<file path="src/acs_pkg.sv">
/*
 * shared constants of the conversion sequencer: register indices,
 * field positions, reset values, conversion time codes and bus answers.
 * assumes a 32-bit AXI4-Lite bus, one aligned word per register index.
 */
package acs_pkg;
   // register indices, byte address is four times the index
   localparam logic [7:0]  IDX_CTRL_ONE    = 8'h0e;
   localparam logic [7:0]  IDX_CTRL_TWO    = 8'h0f;
   localparam logic [7:0]  IDX_RESULT      = 8'h20;
   localparam logic [7:0]  IDX_STATUS      = 8'h21;
   // control one fields
   localparam int          START_BIT       = 7;
   localparam int          INPUT_EN_BIT    = 4;
   localparam int          SEL_LSB         = 0;
   // control two fields
   localparam int          LADDER_BIT      = 5;
   localparam int          TIME_LSB        = 1;
   // status fields
   localparam int          EOC_BIT         = 5;
   localparam int          BUSY_BIT        = 4;
   // reset values
   localparam logic [7:0]  CTRL_ONE_RST    = 8'h10;
   localparam logic [7:0]  CTRL_TWO_RST    = 8'h00;
   localparam logic [7:0]  RESULT_RST      = 8'h00;
   // channel select codes
   localparam logic [3:0]  SEL_CH_TWO      = 4'h2;
   localparam logic [3:0]  SEL_CH_THREE    = 4'h3;
   localparam logic [3:0]  SEL_CH_FOUR     = 4'h4;
   localparam logic [3:0]  SEL_CH_FIVE     = 4'h5;
   // conversion time codes and their clock counts
   localparam logic [2:0]  TIME_SHORT      = 3'h2;
   localparam logic [2:0]  TIME_MID        = 3'h3;
   localparam logic [2:0]  TIME_LONG       = 3'h4;
   localparam logic [8:0]  CYC_SHORT       = 9'h04e;
   localparam logic [8:0]  CYC_MID         = 9'h09c;
   localparam logic [8:0]  CYC_LONG        = 9'h138;
   // bus answers
   localparam logic [1:0]  RESP_OKAY       = 2'h0;
   localparam logic [1:0]  RESP_SLVERR     = 2'h2;

   // sequencer states
   typedef enum logic [0:0] {
      ACS_IDLE       = 1'b0,
      ACS_CONVERTING = 1'b1
   } acs_state_t;
endpackage

</file>
<file path="src/acs_sequencer.sv">
/*
 * conversion sequencer of an 8-bit successive-approximation converter,
 * with its control and result registers behind an AXI4-Lite slave.
 * assumes: CORE_CLK is the high-frequency clock, STOP_MODE comes from
 * logic on the same clock, channel samples arrive from the analog side
 * asynchronously and are synchronised here.
 */
// Functional notes
// - start bit launches conversion of selected channel
// - completion loads result, sets flag, interrupts
// - start bit clears itself, reads zero
// - result valid only after full conversion time
// - reading result clears end flag
// - restart clears flag, keeps old result
// - stop aborts conversion, resets both controls
// - stop discards held results
// - after stop, stay idle until restarted
// - stop disconnects the reference ladder
// - result is unsigned eight bits
// - channels two through five are selectable
// - start bit sits at bit seven
// - longest time equals 312 clock periods
// - busy flag follows conversion, clears on stop
// - controls ignore writes during stop
`timescale 1ns/1ns
module acs_sequencer #(
   parameter int ADDR_W = 12                 // bus address width
) (
   input  wire logic              CORE_CLK,
   input  wire logic              RST_N,
   input  wire logic              STOP_MODE,
   input  wire logic [7:0]        CH2_SAMPLE,
   input  wire logic [7:0]        CH3_SAMPLE,
   input  wire logic [7:0]        CH4_SAMPLE,
   input  wire logic [7:0]        CH5_SAMPLE,
   output logic                   LADDER_CONNECT,
   output logic                   CONVERSION_DONE_IRQ,
   output logic                   CONVERTER_BUSY,
   input  wire logic [ADDR_W-1:0] AWADDR,
   input  wire logic              AWVALID,
   output logic                   AWREADY,
   input  wire logic [31:0]       WDATA,
   input  wire logic [3:0]        WSTRB,
   input  wire logic              WVALID,
   output logic                   WREADY,
   output logic [1:0]             BRESP,
   output logic                   BVALID,
   input  wire logic              BREADY,
   input  wire logic [ADDR_W-1:0] ARADDR,
   input  wire logic              ARVALID,
   output logic                   ARREADY,
   output logic [31:0]            RDATA,
   output logic [1:0]             RRESP,
   output logic                   RVALID,
   input  wire logic              RREADY
);

   // word index from a byte address; low two bits ignored
   function automatic logic [7:0] word_idx(input logic [ADDR_W-1:0] a);
      word_idx = a[9:2];
   endfunction

   // true when the address falls on a mapped register
   function automatic logic is_mapped(input logic [ADDR_W-1:0] a);
      logic [7:0] i;
      i = a[9:2];
      is_mapped = (a[ADDR_W-1:10] == '0) &&
                  (i == acs_pkg::IDX_CTRL_ONE || i == acs_pkg::IDX_CTRL_TWO ||
                   i == acs_pkg::IDX_RESULT   || i == acs_pkg::IDX_STATUS);
   endfunction

   logic             rst_meta_reg;        // reset release stage one
   logic             rst_n;               // released reset copy
   logic [7:0]       ch_meta_reg [4];     // sample sync stage one
   logic [7:0]       ch_sync_reg [4];     // sample sync stage two
   logic [7:0]       ctrl_one_reg;        // start bit never stored
   logic [7:0]       ctrl_two_reg;        // ladder and time code
   logic [7:0]       result_reg;          // last finished result
   logic             eoc_reg;             // end of conversion flag
   logic             irq_reg;             // done pulse
   logic             ladder_reg;          // ladder switch
   acs_pkg::acs_state_t state_reg;        // sequencer state
   logic [8:0]       cnt_reg;             // cycles still to run
   logic [7:0]       sample_sel;          // selected channel value
   logic [8:0]       conv_len;            // cycles for the time code
   logic             aw_held_reg;         // write address waiting
   logic [ADDR_W-1:0] aw_addr_reg;        // held write address
   logic             w_held_reg;          // write data waiting
   logic [7:0]       w_data_reg;          // held low data byte
   logic             w_lane_reg;          // low byte lane enabled
   logic             wr_commit;           // both halves present
   logic             wr_ok;               // commit may change state
   logic             start_req;           // launch this cycle
   logic             done_pulse;          // completion this cycle
   logic             ar_fire;             // read address taken
   logic             rd_clear;            // result read side effect
   logic [31:0]      rd_word;             // read mux output

   // reset released through two flops, asserted at once
   always_ff @(posedge CORE_CLK or negedge RST_N)
   begin
      if (!RST_N)
      begin
         rst_meta_reg <= 1'b0;
         rst_n        <= 1'b0;
      end
      else
      begin
         rst_meta_reg <= 1'b1;
         rst_n        <= rst_meta_reg;
      end
   end

   // samples come from the analog side, two flops before use
   always_ff @(posedge CORE_CLK or negedge rst_n)
   begin
      if (!rst_n)
      begin
         for (int i = 0; i < 4; i++)
         begin
            ch_meta_reg[i] <= 8'h00;
            ch_sync_reg[i] <= 8'h00;
         end
      end
      else
      begin
         ch_meta_reg[0] <= CH2_SAMPLE;
         ch_meta_reg[1] <= CH3_SAMPLE;
         ch_meta_reg[2] <= CH4_SAMPLE;
         ch_meta_reg[3] <= CH5_SAMPLE;
         for (int i = 0; i < 4; i++)
            ch_sync_reg[i] <= ch_meta_reg[i];
      end
   end

   // channel mux; reserved codes or a disabled input give zero
   // channels two-five
   always_comb
   begin
      sample_sel = 8'h00;
      if (!ctrl_one_reg[acs_pkg::INPUT_EN_BIT])
      begin
         unique case (ctrl_one_reg[acs_pkg::SEL_LSB +: 4])
            acs_pkg::SEL_CH_TWO:   sample_sel = ch_sync_reg[0];
            acs_pkg::SEL_CH_THREE: sample_sel = ch_sync_reg[1];
            acs_pkg::SEL_CH_FOUR:  sample_sel = ch_sync_reg[2];
            acs_pkg::SEL_CH_FIVE:  sample_sel = ch_sync_reg[3];
            default:               sample_sel = 8'h00;
         endcase
      end
   end

   // time code to cycle count; reserved codes run the longest time
   // time code decode
   always_comb
   begin
      unique case (ctrl_two_reg[acs_pkg::TIME_LSB +: 3])
         acs_pkg::TIME_SHORT: conv_len = acs_pkg::CYC_SHORT;
         acs_pkg::TIME_MID:   conv_len = acs_pkg::CYC_MID;
         default:             conv_len = acs_pkg::CYC_LONG;
      endcase
   end

   // bus handshakes: one write and one read in flight
   assign AWREADY    = !aw_held_reg && !BVALID;
   assign WREADY     = !w_held_reg && !BVALID;
   assign ARREADY    = !RVALID;
   assign ar_fire    = ARVALID && ARREADY;
   assign wr_commit  = aw_held_reg && w_held_reg;
   assign wr_ok      = wr_commit && is_mapped(aw_addr_reg) && w_lane_reg
                       && !STOP_MODE;
   assign start_req  = wr_ok && word_idx(aw_addr_reg) == acs_pkg::IDX_CTRL_ONE
                       && w_data_reg[acs_pkg::START_BIT]
                       && state_reg == acs_pkg::ACS_IDLE;
   assign done_pulse = state_reg == acs_pkg::ACS_CONVERTING && cnt_reg == 9'h000
                       && !STOP_MODE;
   assign rd_clear   = ar_fire && is_mapped(ARADDR)
                       && word_idx(ARADDR) == acs_pkg::IDX_RESULT;

   // write address and data captured in either order
   always_ff @(posedge CORE_CLK or negedge rst_n)
   begin
      if (!rst_n)
      begin
         aw_held_reg <= 1'b0;
         aw_addr_reg <= '0;
         w_held_reg  <= 1'b0;
         w_data_reg  <= 8'h00;
         w_lane_reg  <= 1'b0;
         BVALID      <= 1'b0;
         BRESP       <= acs_pkg::RESP_OKAY;
      end
      else
      begin
         if (AWVALID && AWREADY)
         begin
            aw_held_reg <= 1'b1;
            aw_addr_reg <= AWADDR;
         end
         if (WVALID && WREADY)
         begin
            w_held_reg <= 1'b1;
            w_data_reg <= WDATA[7:0];
            w_lane_reg <= WSTRB[0];
         end
         // answer one edge after both halves are held
         if (wr_commit)
         begin
            aw_held_reg <= 1'b0;
            w_held_reg  <= 1'b0;
            BVALID      <= 1'b1;
            BRESP       <= is_mapped(aw_addr_reg) ? acs_pkg::RESP_OKAY
                                                  : acs_pkg::RESP_SLVERR;
         end
         else if (BREADY)
            BVALID <= 1'b0;
      end
   end

   // read word assembly; reserved bits read zero
   always_comb
   begin
      rd_word = 32'h0000_0000;
      unique case (word_idx(ARADDR))
         acs_pkg::IDX_CTRL_ONE: rd_word[7:0] = ctrl_one_reg;
         acs_pkg::IDX_CTRL_TWO: rd_word[5:0] = ctrl_two_reg[5:0];
         acs_pkg::IDX_RESULT:   rd_word[7:0] = result_reg;
         acs_pkg::IDX_STATUS:
         begin
            rd_word[acs_pkg::EOC_BIT]  = eoc_reg;
            rd_word[acs_pkg::BUSY_BIT] = CONVERTER_BUSY;
         end
         default:               rd_word = 32'h0000_0000;
      endcase
   end

   // read answer one edge after the address is taken
   always_ff @(posedge CORE_CLK or negedge rst_n)
   begin
      if (!rst_n)
      begin
         RVALID <= 1'b0;
         RDATA  <= 32'h0000_0000;
         RRESP  <= acs_pkg::RESP_OKAY;
      end
      else if (ar_fire)
      begin
         RVALID <= 1'b1;
         RDATA  <= is_mapped(ARADDR) ? rd_word : 32'h0000_0000;
         RRESP  <= is_mapped(ARADDR) ? acs_pkg::RESP_OKAY
                                     : acs_pkg::RESP_SLVERR;
      end
      else if (RREADY)
         RVALID <= 1'b0;
   end

   // control registers; the start bit is a strobe, never stored
   // stop resets controls
   always_ff @(posedge CORE_CLK or negedge rst_n)
   begin
      if (!rst_n)
      begin
         ctrl_one_reg <= acs_pkg::CTRL_ONE_RST;
         ctrl_two_reg <= acs_pkg::CTRL_TWO_RST;
      end
      else if (STOP_MODE)
      begin
         ctrl_one_reg <= acs_pkg::CTRL_ONE_RST;
         ctrl_two_reg <= acs_pkg::CTRL_TWO_RST;
      end
      else if (wr_ok)
      begin
         if (word_idx(aw_addr_reg) == acs_pkg::IDX_CTRL_ONE)
            ctrl_one_reg <= {1'b0, w_data_reg[6:0]};
         if (word_idx(aw_addr_reg) == acs_pkg::IDX_CTRL_TWO)
            ctrl_two_reg <= {2'b00, w_data_reg[5:0]};
      end
   end

   // sequencer; a restart while busy is dropped, software must wait
   // full time counted
   always_ff @(posedge CORE_CLK or negedge rst_n)
   begin
      if (!rst_n)
      begin
         state_reg <= acs_pkg::ACS_IDLE;
         cnt_reg   <= 9'h000;
      end
      else if (STOP_MODE)
      begin
         state_reg <= acs_pkg::ACS_IDLE;
         cnt_reg   <= 9'h000;
      end
      else if (start_req)
      begin
         state_reg <= acs_pkg::ACS_CONVERTING;
         cnt_reg   <= conv_len - 9'h001;
      end
      else if (done_pulse)
         state_reg <= acs_pkg::ACS_IDLE;
      else if (state_reg == acs_pkg::ACS_CONVERTING)
         cnt_reg <= cnt_reg - 9'h001;
   end

   // result, flag and interrupt move on the same edge
   // load, flag, interrupt
   always_ff @(posedge CORE_CLK or negedge rst_n)
   begin
      if (!rst_n)
      begin
         result_reg <= acs_pkg::RESULT_RST;
         irq_reg    <= 1'b0;
      end
      else
      begin
         irq_reg <= done_pulse;
         if (STOP_MODE)
            result_reg <= acs_pkg::RESULT_RST;
         else if (done_pulse)
            result_reg <= sample_sel;
      end
   end

   // end flag: completion wins over a read or restart in that cycle
   // restart clears flag
   always_ff @(posedge CORE_CLK or negedge rst_n)
   begin
      if (!rst_n)
         eoc_reg <= 1'b0;
      else if (STOP_MODE)
         eoc_reg <= 1'b0;
      else if (done_pulse)
         eoc_reg <= 1'b1;
      else if (start_req || rd_clear)
         eoc_reg <= 1'b0;
   end

   // ladder on while converting or forced on by software
   // stop disconnects ladder
   always_ff @(posedge CORE_CLK or negedge rst_n)
   begin
      if (!rst_n)
         ladder_reg <= 1'b0;
      else
         ladder_reg <= !STOP_MODE && (ctrl_two_reg[acs_pkg::LADDER_BIT]
                       || start_req || (state_reg ==
                       acs_pkg::ACS_CONVERTING && !done_pulse));
   end

   assign CONVERTER_BUSY      = state_reg == acs_pkg::ACS_CONVERTING;
   assign CONVERSION_DONE_IRQ = irq_reg;
   assign LADDER_CONNECT      = ladder_reg;

   // helper: cycles since launch, only the checks read it
   logic [8:0] elapsed_reg;
   logic [8:0] len_reg;
   always_ff @(posedge CORE_CLK or negedge rst_n)
   begin
      if (!rst_n)
      begin
         elapsed_reg <= 9'h000;
         len_reg     <= 9'h000;
      end
      else if (start_req)
      begin
         elapsed_reg <= 9'h001;
         len_reg     <= conv_len;
      end
      else
         elapsed_reg <= elapsed_reg + 9'h001;
   end
endmodule // acs_sequencer

</file>
<file path="config.mk">
export PLATFORM = sky130hd
export DESIGN_NAME = acs_sequencer
export DESIGN_NICKNAME = d
export VERILOG_FILES = /design/src/acs_pkg.sv /design/src/acs_sequencer.sv
export SDC_FILE = /design/constraint.sdc
export NUM_CORES = 1
export LEC_CHECK = 0
export ABC_AREA = 0
export BUFFER_PORTS_ARGS = -buffer_cell sky130_fd_sc_hd__buf_2
export CORE_ASPECT_RATIO = 0.7
export CORE_MARGIN = 1.5
export CORE_UTILIZATION = 30
export CTS_CLUSTER_SIZE = 28
export DETAILED_ROUTE_END_ITERATION = 16
export PLACE_DENSITY = 0.51
export SLEW_MARGIN = 20
export SYNTH_ARGS = -nofsm -noshare
export SYNTH_HDL_FRONTEND = slang
export SYNTH_SLANG_ARGS = --single-unit
export TNS_END_PERCENT = 30
</file>
<file path="constraint.sdc">
create_clock -name CORE_CLK -period 5.8 [get_ports CORE_CLK]
set_input_delay 0.29 -clock CORE_CLK [delete_from_list [all_inputs] [get_ports CORE_CLK]]
set_output_delay 0.29 -clock CORE_CLK [all_outputs]
set_load 0.03 [all_outputs]
</file>
=== Yosys cells after proc, flatten, opt, wreduce, memory -nomap -nowiden ===
Cells that the tools add are included.

* Flip-flop bits (word level): 162
* Latch bits: 0
* Memory bits (writable): 0
* Memory bits (read-only): 0
* Bits of input ports: 100
* Logic and storage cells: 133
* Memories kept: 0

* $add $sub $neg: 2
* $mul: 0
* Divide/modulo/power cells: 0
* Magnitude comparators: 0
* Equal/unequal tests: 15
* Shift-type cells: 0
* Muxes and demuxes: 35
* Bitwise operators: 1
* Reduce and logical (&&, ||, !) cells: 52

{| class="wikitable"
|+ Operators with widths
! operator !! number
|-
| $mux 8 || 7
|-
| $mux 9 || 4
|-
| $eq 8x4->1 const B || 4
|-
| $eq 8x6->1 const B || 4
|-
| $pmux 8 s4 || 1
|-
| $logic_and 1x1->1 || 20
|-
| $mux 6 || 3
|-
| $pmux 9 s2 || 1
|-
| $sub 9x1->9 const B || 2
|-
| $reduce_bool 2->1 || 8
|-
| $mux 1 || 14
|-
| $pmux 4 s3 || 1
|-
| $logic_not 9->1 || 1
|-
| $logic_or 1x1->1 || 9
|-
| $reduce_bool 3->1 || 3
|-
| $eq 4x2->1 const B || 2
|-
| $eq 4x3->1 const B || 2
|-
| $pmux 2 s4 || 1
|-
| $eq 3x2->1 const B || 2
|-
| $logic_not 1->1 || 6
|-
| $reduce_and 2->1 || 3
|-
| $logic_not 2->1 || 2
|-
| $mux 2 || 2
|-
| $pmux 2 s2 || 1
|-
| other kinds (2) || 2
|}

=== Depth between registers and ports, before layout ===
* Word-level depth: 15
* Mapped depth: 11
* Gate-level depth less buffers: 10

=== Least setup slack after synthesis ===
No wires, ideal clock.

* Path type: register to register
* From: register aw_addr_reg[7]
* To: register cnt_reg[8]
* Library setup time: 0.087 ns
* Data arrival time: 3.051 ns
* Slack: 2.662 ns
* Cell stages (with the launch flop): 11
* Path through: dfrtp_1 > nand4b_1 > nor4b_1 > nand3_1 > clkbuf_1 > a21boi_0 > ha_1 > or3b_2 > nor3_1 > or4b_2 > o211ai_1

* Longest elaborated chain between the ends: 13
* Elaborated cells on any way between the ends: 19
* Those cells by class: eq/ne: 5; mux: 2; reduce/logical: 12

{| class="wikitable"
|+ Ends and longest elaborated chain
! item !! RTL line !! text
|-
| from (decl) || acs_sequencer.sv:87 || <nowiki>logic [ADDR_W-1:0] aw_addr_reg;</nowiki>
|-
| from (signal assigned) || acs_sequencer.sv:186 || <nowiki>aw_addr_reg <= '0;</nowiki>
|-
| from (signal assigned) || acs_sequencer.sv:198 || <nowiki>aw_addr_reg <= AWADDR;</nowiki>
|-
| $eq 8x4->1, on equally long branches || acs_sequencer.sv:68, acs_sequencer.sv:172 ||
|-
| $logic_or 1x1->1 (2 in a row) || acs_sequencer.sv:68 || <nowiki>(i == acs_pkg::IDX_CTRL_ONE || i == acs_pkg::IDX_CTRL_TWO ||</nowiki>
|-
| $logic_or 1x1->1 || acs_sequencer.sv:69 || <nowiki>i == acs_pkg::IDX_RESULT || i == acs_pkg::IDX_STATUS);</nowiki>
|-
| $logic_and 1x1->1 || acs_sequencer.sv:67 || <nowiki>is_mapped = (a[ADDR_W-1:10] == '0) &&</nowiki>
|-
| $logic_and 1x1->1 (2 in a row) || acs_sequencer.sv:170 || <nowiki>assign wr_ok = wr_commit && is_mapped(aw_addr_reg) && w_lane_reg</nowiki>
|-
| $logic_and 1x1->1 || acs_sequencer.sv:171 || <nowiki>&& !STOP_MODE;</nowiki>
|-
| $logic_and 1x1->1 * || acs_sequencer.sv:172 || <nowiki>assign start_req = wr_ok && word_idx(aw_addr_reg) == acs_pkg::IDX_CTRL_ONE</nowiki>
|-
| $logic_and 1x1->1 * || acs_sequencer.sv:173 || <nowiki>&& w_data_reg[acs_pkg::START_BIT]</nowiki>
|-
| $logic_and 1x1->1 * || acs_sequencer.sv:174 || <nowiki>&& state_reg == acs_pkg::ACS_IDLE;</nowiki>
|-
| $ne 3x3->1 (no line) (tied with other cells) || -- ||
|-
| $reduce_and 2->1 (no line) or $mux 9 (tied branches) || -- ||
|-
| to (signal assigned) || acs_sequencer.sv:297 || <nowiki>cnt_reg <= conv_len - 9'h001;</nowiki>
|-
| to (signal assigned) || acs_sequencer.sv:302 || <nowiki>cnt_reg <= cnt_reg - 9'h001;</nowiki>
|-
| to (decl) || acs_sequencer.sv:83 || <nowiki>logic [8:0] cnt_reg;</nowiki>
|}

Mark *: on every way between the ends. The rest lies on a longest branch, timed or not.
A chain may end at the register's enable or synchronous reset.

=== Final worst setup path ===
Same ends and word-level chain as after synthesis.

==> out/qor.txt <==
Share of synthesized cell area in full adder, half adder and majority cells -> 0.2421%
TNS Setup -> 0 ns
Via-per-instance ratio -> 4.533
Final-report setup violation count -> 0
Sequential standard cell area -> 3333 sq um
Number of buffers added by the clock tree synthesis step -> 17
Worst setup skew after layout -> 0.01272 ns
Critical path arrival -> 4.16 ns
Detail Route met3 WL -> 560 um
Placeable core region -> 16590 sq um
Post-synthesis instance area -> 5167 sq um
Residual antenna-violating net count after detailed routing -> 0
Number of global-route vias before repair -> 3471
Instance count of the mapped netlist -> 402
Unrepaired setup endpoints after global routing -> false
Number of cells after detailed placement -> 700
Number of storage elements in the synthesis netlist -> 133
Metal-1 WL -> 5591 um
Max Freq -> 0.2600 GHz
Number of port buffers -> 86
Root cell of the clock tree -> sky130_fd_sc_hd__clkbuf_16
DIE WIDTH -> 159.9 um
Dominant cell by count in the synthesized netlist -> sky130_fd_sc_hd__dfrtp_1
Worst-path cell chain -> nand4b_1 -> nor4b_1 -> nand3_1 -> a21boi_0 -> ha_1 -> or3b_2 -> nor3_1 -> or4b_2 -> o211ai_1
Async set or reset register ratio after synthesis -> 100.0%
Die boundary height -> 112.8 um
Xor/xnor share of the synthesized area -> 0.3390%
Tmin final -> 3.847 ns
Leading post-synthesis cells by cell area -> sky130_fd_sc_hd__dfrtp_1 (64%), sky130_fd_sc_hd__mux2i_1 (4.5%), sky130_fd_sc_hd__mux2_2 (4.1%)
Mux cell area share after synthesis -> 8.596%
Post-synth top cells -> sky130_fd_sc_hd__dfrtp_1 (132), sky130_fd_sc_hd__nor2_1 (28), sky130_fd_sc_hd__buf_4 (26)
Run status -> completed
Power Density -> 369.4 nW/um^2
Clock tree from TritonCTS -> done
Number of nets in the finished design -> 628
Number of cells on the worst hold path -> 2
Fraction of synthesized cell area taken by the top area cell type -> 63.92%
Count of unresolved DRC violations after routing -> 0
Clock Pin Slew Worst Setup and Hold Paths -> 0.06 ns
Final standard cell count with taps included and fillers excluded -> 765
Compound-cell area share of the yosys netlist -> 9.927%
Mapped Avg Cell Area -> 12.85 sq um
Period utilisation layout -> 66.32%
Path class of the lowest-slack min-delay path -> primary input to flop
Congestion Overflow GR -> 0
Worst slew margin relative to its limit -> 35.61%
Clock insertion delay at the later pin of the skew report -> 0.41 ns
Critical Path RT -> 6.12 ns
Top-level port count -> 144
Sequential fraction of the synthesis area -> 64.43%
Synth Warn # -> 0
Max-slew violation count -> 0
Highest layer used for signal routing -> met4
Worst voltage drop across the vdd grid -> 0.0001996 V
Wire length of the first global-routing pass -> 18350 um
Post-DP HPWL -> 7766 um
Starting Density -> 31.15%
Number of distinct library cells after synthesis -> 51
FF-to-FF path depth -> 9
Number of search-and-repair iterations in the first detailed-routing pass -> 4
Number of antenna violations at the first check in global routing -> 0
WL final -> 11240 um
Ys flop type -> sky130_fd_sc_hd__dfrtp_1
Fraction of layout cells with a size suffix above 1 -> 27.59%
Global routing usage summed across all routing layers -> 13.21%
Largest net degree at the start of global routing -> 67
Largest area contributor in the synthesized netlist -> sky130_fd_sc_hd__dfrtp_1
Area occupied by multi-input gates -> 1635 sq um
Post-synth EDFFs -> 0
Routed wire per std cell -> 14.70 um
Total clock sinks -> 133
Area grow syn2layout -> 28.72%
Transition time at the pin with the least slew margin -> 0.9658 ns
Final estimated routing congestion in global placement -> 0.7840
Vias after detailed routing -> 3468
Longest individual stage delay on the worst path -> 0.62 ns
CTS Buffer Depth -> 2
Number of maximum-capacitance violations -> 0
Kind of capture point of the worst setup path -> flop
Total non-filler cell area in the finished layout -> 6651 sq um
Number of rows in the core area -> 39
Core utilization of the finished layout -> 40.09%
Number of filler cells placed in the layout -> 1572
Final number of hold-violating endpoints -> 0
Dominant combinational cell family by area after synthesis -> simple AND/OR/NAND/NOR gates
Kind of critical path -> flop to flop
Sort of element at the start of the critical path -> flop
Post-place instance area -> 5725 sq um
Diode insertion count for antenna repair -> 0
Fraction of the mapped netlist area in simple logic gates -> 10.58%
Maximum fanout along the worst path -> 11
Area enclosed by the die boundary -> 18030 sq um
Number of DRC markers in iteration 0 -> 171
Detailed-routed wire length on met2 -> 5029 um
Slowest stage cell, crit path -> sky130_fd_sc_hd__or4b_2
Leak pwr -> 2.950 nW
CTS HTree Levels -> 4
-- repair_timing --
action / in CTS / in global routing
gates resized for setup: 0 / 0
buffers inserted: 0 / 0
hold endpoints to repair: 34 / 0
hold buffers: 33 / 0
-- layout by cell type (no fill, tap or decap), types with 3 or more instances in the layout --
cell type / count
sky130_fd_sc_hd__dlygate4sd3_1: 33
sky130_fd_sc_hd__dfrtp_1: 131
sky130_fd_sc_hd__clkbuf_16: 17
sky130_fd_sc_hd__nor3_1: 5
sky130_fd_sc_hd__a21oi_1: 6
sky130_fd_sc_hd__clkinvlp_4: 3
sky130_fd_sc_hd__inv_6: 5
sky130_fd_sc_hd__nor2b_1: 5
sky130_fd_sc_hd__nand3b_1: 4
sky130_fd_sc_hd__mux2i_1: 23
sky130_fd_sc_hd__buf_2: 86
sky130_fd_sc_hd__nand2b_1: 6
sky130_fd_sc_hd__o22a_1: 5
sky130_fd_sc_hd__and2_1: 3
sky130_fd_sc_hd__nand3_1: 4
sky130_fd_sc_hd__nand4_1: 5
sky130_fd_sc_hd__a22oi_1: 12
sky130_fd_sc_hd__o21ai_0: 16
sky130_fd_sc_hd__o21ai_1: 3
sky130_fd_sc_hd__o31ai_1: 3
sky130_fd_sc_hd__mux2_2: 19
sky130_fd_sc_hd__inv_1: 10
sky130_fd_sc_hd__nand2_1: 24
sky130_fd_sc_hd__nor2_1: 28
sky130_fd_sc_hd__or3_1: 5
sky130_fd_sc_hd__a21o_1: 3
sky130_fd_sc_hd__o211ai_1: 7
sky130_fd_sc_hd__or4b_2: 3
sky130_fd_sc_hd__conb_1: 27
-- layer usage --
layer  vias to the layer above  GRT usage [%]
met5                         -              0
met4                         0          4.299
met3                         7          3.629
met2                       109          19.77
met1                      1728          18.62
li1                       1624              -
-- worst paths after layout --
| path | startpoint | to | slack, ns |
|---|---|---|---|
| max | aw_addr_reg[7] | cnt_reg[8] | 1.95 |
| min | BREADY | BVALID | 0.06 |
| max reg2reg | aw_addr_reg[7] | cnt_reg[8] | 1.95 |
| min reg2reg | ch_meta_reg[24] | ch_sync_reg[24] | 0.34 |
| max in group asynchronous | rst_n | result_reg[2] | 4.03 |
| min in group asynchronous | RST_N | rst_n | 0.19 |
-- worst max-delay path, delay by kind of cell (launching register included) --
kind                     cells  cell delay [ns]
flip-flops                   1             0.38
AND/OR/NAND/NOR              6             2.72
AO/OA/AOI/OAI                2             0.41
adder cells (fa/ha/maj)      1             0.25
-- stage by stage --
stage                     total power (W)  setup WS [ns]  hold slack [ns]
after floorplan                  0.001314          1.822        -0.005591
after global placement           0.001380          2.086          0.07555
after detailed placement         0.001392          2.043          0.07721
after CTS                        0.002488          2.041          0.05503
after global routing             0.002573          1.803          0.07189
final                            0.002457          1.953          0.06149
-- where the power goes --
group          switching (W)  leakage (nW)  internal (W)  total [W]
Combinational       0.000145          1.02      0.000133   0.000278
Clock               0.000424         0.282      0.000646    0.00107
Sequential         0.0000773          1.64       0.00103    0.00111
Total               0.000646          2.95       0.00181    0.00246
-- cells by family (layout without fill, tap and decap cells) --
| family | count (synthesis) | after routing |
|---|---|---|
| compound gates | 70 | 70 |
| mux | 42 | 42 |
| simple gates | 103 | 103 |
| fa+ha+maj | 1 | 1 |
| other cells | 2 | 27 |
| buf+inv | 49 | 162 |
| flops | 133 | 133 |
| xor+xnor | 2 | 2 |
-- area by class of cell --
type / instances / share of cell area [%]
sequential: 133 / 50.11
multi-input combinational: 245 / 24.59
timing repair buffer: 120 / 11.55
clock buffer: 18 / 6.452
tap: 225 / 4.233
clock inverter: 14 / 2.502
inverter: 10 / 0.5643
No activity file was read; power rests on OpenSTA's default activity.
